## src/rtl/rpts_pkg.sv

```systemverilog
package rpts_pkg;

  // ---------------------------------------------------------------
  // timing
  // ---------------------------------------------------------------
  localparam int unsigned CLK_PERIOD_PS      = 5000;
  localparam int unsigned STRAP_DELAY_NS_X10 = 15;  // 1.5 us in units of 100 ns
  localparam int unsigned STRAP_DELAY_CYC    = (STRAP_DELAY_NS_X10 * 100000) / CLK_PERIOD_PS;
  localparam int unsigned CFG_STEPS_CYC      = 16;   // self-configuration duration
  localparam int unsigned PARK_CYC           = 64;   // fast park sequence duration

  // ---------------------------------------------------------------
  // widths and reset values
  // ---------------------------------------------------------------
  localparam int unsigned STRAP_W   = 8;
  localparam logic [7:0]  STRAP_RST = 8'h00;

  typedef enum logic [2:0] {
    RPTS_ST_RESET,
    RPTS_ST_WAIT_STRAP,
    RPTS_ST_CONFIG,
    RPTS_ST_RUN,
    RPTS_ST_PARK,
    RPTS_ST_PARKED
  } rpts_state_t;

  // test pin three-signal carrier
  typedef struct packed {
    logic [STRAP_W-1:0] dout;
    logic [STRAP_W-1:0] oe;
    logic [STRAP_W-1:0] pulldown_en;
  } rpts_pin_drv_t;

  typedef struct packed {
    logic                cfg_busy;
    logic                ready;
    logic                parking;
    logic                parked;
    logic                strap_valid;
    logic [STRAP_W-1:0]  strap_value;
  } rpts_status_t;

endpackage

```

## src/rtl/rpts_delay_cnt.sv

```systemverilog
`timescale 1ns/100ps
`default_nettype none

// one-shot down counter: done pulses once when the loaded count expires
module rpts_delay_cnt #(
  parameter int unsigned W = 16
) (
  input  wire logic         i_ref_clk,  // clock
  input  wire logic         i_resetn,   // async reset, active low
  input  wire logic         i_load,     // load count, start
  input  wire logic [W-1:0] i_count,    // cycles to wait
  output logic              o_busy,     // counting
  output logic              o_done      // one-cycle pulse at expiry
);

  logic [W-1:0] cnt_r;
  logic         busy_r;
  wire          last = busy_r && (cnt_r == {{(W-1){1'b0}}, 1'b1});

  always_ff @(posedge i_ref_clk or negedge i_resetn)
  begin
    if (!i_resetn)
    begin
      cnt_r  <= '0;
      busy_r <= 1'b0;
    end
    else if (i_load)
    begin
      cnt_r  <= i_count;
      busy_r <= (i_count != '0);
    end
    else if (busy_r)
    begin
      cnt_r  <= cnt_r - {{(W-1){1'b0}}, 1'b1};
      busy_r <= !last;
    end
  end

  assign o_busy = busy_r;
  assign o_done = last;

endmodule

`default_nettype wire

```

## src/rtl/rpts_ctrl.sv

```systemverilog
`timescale 1ns/100ps
`default_nettype none

module rpts_ctrl #(
  parameter int unsigned STRAP_W   = rpts_pkg::STRAP_W,
  parameter int unsigned STRAP_CYC = rpts_pkg::STRAP_DELAY_CYC,
  parameter int unsigned CFG_CYC   = rpts_pkg::CFG_STEPS_CYC,
  parameter int unsigned PARK_CYCS = rpts_pkg::PARK_CYC
) (
  input  wire logic                 i_ref_clk,                // 200 MHz reference
  input  wire logic                 i_resetn,                 // async reset, active low
  input  wire logic                 i_power_on_reset_n,       // power-on reset pin, sync
  input  wire logic                 i_fast_park_n,            // fast park request, active low
  input  wire logic                 i_factory_test_enable,    // must stay low
  input  wire logic                 i_scan_port_reset_n,      // must stay low
  input  wire logic [STRAP_W-1:0]   i_test_strap_pin,         // test pin input levels
  input  wire logic [STRAP_W-1:0]   i_test_out_data,          // data to drive after strap
  output rpts_pkg::rpts_pin_drv_t   o_test_strap_drv,         // test pin drive, enable, pulldown
  output rpts_pkg::rpts_status_t    o_status,                 // sequencing status
  output logic                      o_test_mode,              // strap selected test mode
  output logic                      o_micromirror_array_park, // fast park command to array
  output logic                      o_pin_misuse              // test or scan input not low
);

  // ---------------------------------------------------------------
  // state and timers
  // ---------------------------------------------------------------
  rpts_pkg::rpts_state_t state_r, state_nxt;
  logic                  por_q_r;
  logic [STRAP_W-1:0]    strap_r;
  logic                  strap_valid_r;
  logic [STRAP_W-1:0]    dout_r;
  logic                  oe_r;
  logic                  tmr_done;
  logic                  tmr_load;
  logic [15:0]           tmr_count;

  // the pin is a reset too: everything clears while it is low
  wire por_low  = !i_power_on_reset_n;
  wire por_rise = i_power_on_reset_n && !por_q_r;
  wire park_req = !i_fast_park_n;

  always_ff @(posedge i_ref_clk or negedge i_resetn)
  begin
    if (!i_resetn)
      por_q_r <= 1'b0;
    else
      por_q_r <= i_power_on_reset_n;
  end

  // ---------------------------------------------------------------
  // sequencer
  // ---------------------------------------------------------------
  always_comb
  begin
    state_nxt = state_r;
    tmr_load  = 1'b0;
    tmr_count = 16'h0000;
    case (state_r)
      rpts_pkg::RPTS_ST_RESET:
        if (por_rise)
        begin
          state_nxt = rpts_pkg::RPTS_ST_WAIT_STRAP;
          tmr_load  = 1'b1;
          tmr_count = 16'(STRAP_CYC);
        end
      rpts_pkg::RPTS_ST_WAIT_STRAP:
        if (tmr_done)
        begin
          state_nxt = rpts_pkg::RPTS_ST_CONFIG;
          tmr_load  = 1'b1;
          tmr_count = 16'(CFG_CYC);
        end
      rpts_pkg::RPTS_ST_CONFIG:
        if (park_req)
        begin
          state_nxt = rpts_pkg::RPTS_ST_PARK;
          tmr_load  = 1'b1;
          tmr_count = 16'(PARK_CYCS);
        end
        else if (tmr_done)
          state_nxt = rpts_pkg::RPTS_ST_RUN;
      rpts_pkg::RPTS_ST_RUN:
        if (park_req)
        begin
          state_nxt = rpts_pkg::RPTS_ST_PARK;
          tmr_load  = 1'b1;
          tmr_count = 16'(PARK_CYCS);
        end
      rpts_pkg::RPTS_ST_PARK:
        if (tmr_done)
          state_nxt = rpts_pkg::RPTS_ST_PARKED;
      rpts_pkg::RPTS_ST_PARKED:
        state_nxt = rpts_pkg::RPTS_ST_PARKED;                      // only a reset leaves
      default:
        state_nxt = rpts_pkg::RPTS_ST_RESET;
    endcase
    if (por_low)
    begin
      state_nxt = rpts_pkg::RPTS_ST_RESET;
      tmr_load  = 1'b1;
      tmr_count = 16'h0000;
    end
  end

  rpts_delay_cnt #(
    .W (16)
  ) u_tmr (
    .i_ref_clk (i_ref_clk),
    .i_resetn  (i_resetn),
    .i_load    (tmr_load),
    .i_count   (tmr_count),
    .o_busy    (),
    .o_done    (tmr_done)
  );

  wire strap_take = (state_r == rpts_pkg::RPTS_ST_WAIT_STRAP) && tmr_done && !por_low;

  always_ff @(posedge i_ref_clk or negedge i_resetn)
  begin
    if (!i_resetn)
      state_r <= rpts_pkg::RPTS_ST_RESET;
    else
      state_r <= state_nxt;
  end

  // ---------------------------------------------------------------
  // strap capture
  // ---------------------------------------------------------------
  // captured only on the single sampling cycle, so later pin activity cannot alter the mode
  always_ff @(posedge i_ref_clk or negedge i_resetn)
  begin
    if (!i_resetn)
    begin
      strap_r       <= rpts_pkg::STRAP_RST;
      strap_valid_r <= 1'b0;
    end
    else if (por_low)
    begin
      strap_r       <= rpts_pkg::STRAP_RST;
      strap_valid_r <= 1'b0;
    end
    else if (strap_take && !strap_valid_r)
    begin
      strap_r       <= i_test_strap_pin;
      strap_valid_r <= 1'b1;
    end
  end

  // ---------------------------------------------------------------
  // test pin drive
  // ---------------------------------------------------------------
  always_ff @(posedge i_ref_clk or negedge i_resetn)
  begin
    if (!i_resetn)
    begin
      oe_r   <= 1'b0;
      dout_r <= '0;
    end
    else if (por_low)
    begin
      oe_r   <= 1'b0;
      dout_r <= '0;
    end
    else
    begin
      if (strap_take)
        oe_r <= 1'b1;
      dout_r <= oe_r ? i_test_out_data : '0;
    end
  end

  // pulldown stays on always; it is weak and harmless when driving
  assign o_test_strap_drv.dout        = dout_r;
  assign o_test_strap_drv.oe          = {STRAP_W{oe_r && !por_low}};
  assign o_test_strap_drv.pulldown_en = {STRAP_W{1'b1}};

  // ---------------------------------------------------------------
  // status
  // ---------------------------------------------------------------
  wire in_park   = (state_r == rpts_pkg::RPTS_ST_PARK);
  wire in_parked = (state_r == rpts_pkg::RPTS_ST_PARKED);

  assign o_status.cfg_busy    = !por_low && (state_r == rpts_pkg::RPTS_ST_CONFIG);
  assign o_status.ready       = !por_low && (state_r == rpts_pkg::RPTS_ST_RUN);
  assign o_status.parking     = !por_low && in_park;
  assign o_status.parked      = !por_low && in_parked;
  // strap registers clear one edge after the pin drops, so gate them to stay quiet at once
  assign o_status.strap_valid = !por_low && strap_valid_r;
  assign o_status.strap_value = por_low ? '0 : strap_r;

  assign o_test_mode              = !por_low && strap_valid_r && (strap_r != '0);
  assign o_micromirror_array_park = !por_low && (in_park || in_parked);
  // flags misuse of inputs the partner must keep low
  assign o_pin_misuse             = !por_low &&
                                    (i_factory_test_enable || i_scan_port_reset_n);

endmodule

`default_nettype wire

```

## config.mk

```make
export PLATFORM = sky130hd
export DESIGN_NAME = rpts_ctrl
export DESIGN_NICKNAME = d
export VERILOG_FILES = /design/src/rtl/rpts_pkg.sv /design/src/rtl/rpts_delay_cnt.sv /design/src/rtl/rpts_ctrl.sv
export SDC_FILE = /design/constraint.sdc
export NUM_CORES = 1
export LEC_CHECK = 0
export ABC_AREA = 1
export BUFFER_PORTS_ARGS = -buffer_cell sky130_fd_sc_hd__buf_2
export CAP_MARGIN = 20
export CORE_MARGIN = 3
export CORE_UTILIZATION = 48
export CTS_CLUSTER_DIAMETER = 30
export DETAILED_ROUTE_END_ITERATION = 7
export HOLD_SLACK_MARGIN = 0.03
export PLACE_DENSITY = 0.76
export REMOVE_ABC_BUFFERS = 1
export SETUP_SLACK_MARGIN = 0.4
export SYNTH_ARGS = -nofsm -noshare
export SYNTH_HDL_FRONTEND = slang
export SYNTH_HIERARCHICAL = 1
export SYNTH_SLANG_ARGS = --single-unit
```

## constraint.sdc

```tcl
create_clock -name i_ref_clk -period 1.89 [get_ports i_ref_clk]
set_input_delay 0.2835 -clock i_ref_clk [delete_from_list [all_inputs] [get_ports i_ref_clk]]
set_output_delay 0.2835 -clock i_ref_clk [all_outputs]
set_load 0.02 [all_outputs]
```

==> out/qor.csv <==
stage,metric,value,unit
run_status,status,finished with violations,
run_status,violations,negative setup slack,
global_route,grt_pass1_wl,10.3,mm
cts,htree_levels,2,
die,dieArea,5930,sq um
worst_setup_path,worstReg2RegStart,u_tmr/cnt_r[1],
synth,ys.warnings.count,6,
power_and_ir_drop,switchingPower,1.84,mW
cts,cts-root-buf,clkbuf_8,
synth,synth_xor_xnor_area_share,1.09,%
timing,rsz0062_at_grt,yes,
synth,yosys-top-cells-count,"nand2_1 (72), nor2_1 (40), dfrtp_1 (39)",
worst_setup_path,cp.required,2.07,ns
die,fp.dieW,77,um
cts,clk_latency,0.29,ns
worst_setup_path,cpMaxStageDelayCell,dfrtp_1,
global_route,grt_max_degree,40,
global_route,grt_pass1_vias,2364,
timing,period_minus_slack,1.90,ns
finish,nNetsFinal,463,
power_and_ir_drop,power.density,1190,nW/um^2
placement,io_buffers,53,
die,die_h,77,um
detailed_routing,routed_wl,6.45,mm
timing,fin_ws,-0.00592,ns
detailed_routing,drc,0,
worst_setup_path,crit_type,flop to flop,
cts,ctsHoldBuffers,0,
timing,fmax,527,MHz
synth,ys_async_sr_fraction,100,%
flow_run,drv_cap,0,
detailed_routing,drt_iter0_drc,116,
finish,syn_to_final_growth,42.8,%
worst_setup_path,max_stage_delay,0.39,ns
synth,synth_top_cell_by_area,dfrtp_1,
timing,finalClockSkew,0.00483,ns
worst_setup_path,critPathMaxFanout,5,
synth,ys_seq_area_share,40.3,%
timing,final_hold_viol_count,0,
synth,synth_compound_area_share,8.69,%
global_route,antenna_found_initial,0,
synth,synth_edf_count,0,
die,core-area,4790,sq um
cts,cts.clk_slew.worst_paths,0.08,ns
cts,cts_sinks,39,
power_and_ir_drop,pwr-share-comb,56.6,%
synth,synth_flop_cell,dfrtp_1,
synth,synth_cell_types,35,
synth,netlist_instances,323,
power_and_ir_drop,vdd_drop_max,0.728,mV
die,start_util,50.6,%
synth,synth_top_area_share,40.3,%
detailed_routing,drtPass1Iterations,4,
synth,synth.area.mux_share,0,%
worst_setup_path,worst-endpoint-arrival,2.08,ns
worst_setup_path,cp-end-kind,flop,
power_and_ir_drop,intPower,2.26,mW
global_route,grt_usage,21.2,%
placement,gp_congestion,0.808,
synth,synth.avg_cell_area,7.49,sq um
synth,synth.most_common_cell,nand2_1,
timing,tns,-0.00592,ns
detailed_routing,num_vias,2493,
synth,yosys-top-cells-area,"dfrtp_1 (40%), nand2_1 (11%), nand3_1 (6.8%)",
power_and_ir_drop,leakagePower,1.93,nW
detailed_routing,ant_nets,0,
finish,drive_gt1_share,40.9,%
die,pin_count,62,
cts,clk_path_buf_depth,2,
min_path,hp-class,primary input to asynchronous set/reset pin,
cts,cts_tree,done,
synth,yosys.area_share.adder,1.03,%
synth,synth_seq_cells,39,
timing,setup_viol,1,
synth,synth-simple-area-share,35.5,%
worst_setup_path,crit_chain,inv_2 -> ha_4 -> nand2_4 -> nor3_4 -> nand3_2 -> nor2_4 -> nand4_4 -> nand4_1 -> inv_2 -> nand2_4 -> nor3b_2 -> a22oi_1 -> nand2_1,
placement,pre_cts_slack,-0.211,ns
finish,final-instance-count-excl-fill,507,
die,num_rows,25,
worst_setup_path,start_kind,flop,
timing,maxSlewViolCount,0,
global_route,grt_overflow,0,
placement,hpwl,4.16,mm
power_and_ir_drop,p_clk_share,14.4,%
detailed_routing,routed_via_density,4.92,
power_and_ir_drop,power_frac_seq,29.0,%
placement,dp_cells,482,
synth,synth_area,2420,sq um
finish,postLayoutCellArea,3450,sq um
power_and_ir_drop,power.total,4.10,mW
worst_setup_path,cp-startpoint,u_tmr/cnt_r[1],
detailed_routing,post_drt_wl_per_cell,12.7,um
cts,numCtsBuffers,5,
finish,antenna_cells,0,
synth,synth_top_family_by_area,simple AND/OR/NAND/NOR gates,
timing,period_share,100,%
placement,dpl_cell_area,2980,sq um
power_and_ir_drop,p_sw_share,44.8,%
-- power by group through the flow --
stage	registers, mW	clock network, mW	logic [mW]
4_1_cts	1.16	0.603	2.09
6_report	1.19	0.590	2.32
5_1_grt	1.21	0.631	2.56
3_5_place_dp	1.18	0	1.81
3_3_place_gp	1.17	0	1.76
2_1_floorplan	1.21	0	1.07
-- final timing paths --
| kind | endpoint | slack, ns | cells after the start |
|---|---|---|---|
| worst min-delay path | u_tmr/cnt_r[10] | 0.03 | 2 |
| max in group asynchronous | state_r[2] | 1.49 | 2 |
| min in group i_ref_clk | por_q_r | 0.18 | 1 |
| worst min register to register | strap_r[0] | 0.58 | 2 |
| worst max-delay path | u_tmr/cnt_r[9] | -0.006 | 13 |
| worst max register to register | u_tmr/cnt_r[9] | -0.006 | 13 |
-- worst max-delay path, delay by kind of cell (launching register included) --
family	cells	cell delay (ns)
compound gates	1	0.14
flops	1	0.39
fa+ha+maj	1	0.13
buf+inv	2	0.17
simple gates	9	0.95
-- cells by family (layout without fill, tap and decap cells) --
family | Yosys count | count (layout)
other | 2 | 28
XOR/XNOR | 3 | 3
buffers and inverters | 63 | 154
adder cells (fa/ha/maj) | 2 | 2
AND/OR/NAND/NOR | 182 | 182
flip-flops | 39 | 39
AO/OA/AOI/OAI | 32 | 32
-- state kept, by name, indices dropped and copies added (netlist names) --
name / flops
strap_r: 8
dout_r: 8
u_tmr/cnt_r: 16
strap_valid_r: 1
oe_r: 1
u_tmr/o_busy: 1
state_r: 3
por_q_r: 1
-- routing by layer --
layer / up-vias / routed length (um) / global-route usage, %
li1: 1224 / - / -
met4: 0 / 56 / 4.63
met1: 1196 / 2620 / 25.9
met3: 6 / 285 / 3.52
met5: - / 0 / 0
met2: 67 / 3490 / 38.9
-- per-stage QoR --
step	util [%]	hold WS (ns)
floorplan	-	-0.0121
finish	72.2	0.0258
global placement	62.3	0.367
global route	72.2	0.0837
CTS	68.9	0.0458
detailed placement	62.3	0.370
-- cell type report --
| cell class | instances | area [sq um] |
|---|---|---|
| fillers | 373 | 1330 |
| repair inverters | 2 | 12.5 |
| inverters | 41 | 181 |
| multi-input cells | 247 | 1410 |
| clock inverters | 3 | 23.8 |
| well taps | 67 | 83.8 |
| repair buffers | 103 | 691 |
| clock buffers | 5 | 68.8 |
| flip-flops and latches | 39 | 980 |
-- repair_timing --
action	CTS	global route
pin swaps	10	13
gates resized for setup	36	33
setup endpoints to repair	36	36
gates cloned	1	1
setup buffers	12	3
-- cells in the final DEF, fill, tap and decap left out, types with 3 or more instances in the layout --
master    count
inv_2         5
o21ai_1       6
dfrtp_2       3
buf_4        49
o211ai_1      3
inv_4         3
a22oi_2       7
inv_1        31
nand2_2       6
clkbuf_8      5
nor3_1        3
nand4_1       4
nor2_2       11
conb_1       28
nand2_1      66
nand3_2       7
buf_2        47
dfrtp_1      36
nand2_4       6
buf_6         6
o21ai_0       5
nand3_1      26
nor2_1       37
nor2_4        6
a21oi_1       3
No activity file was read; power rests on OpenSTA's default activity.
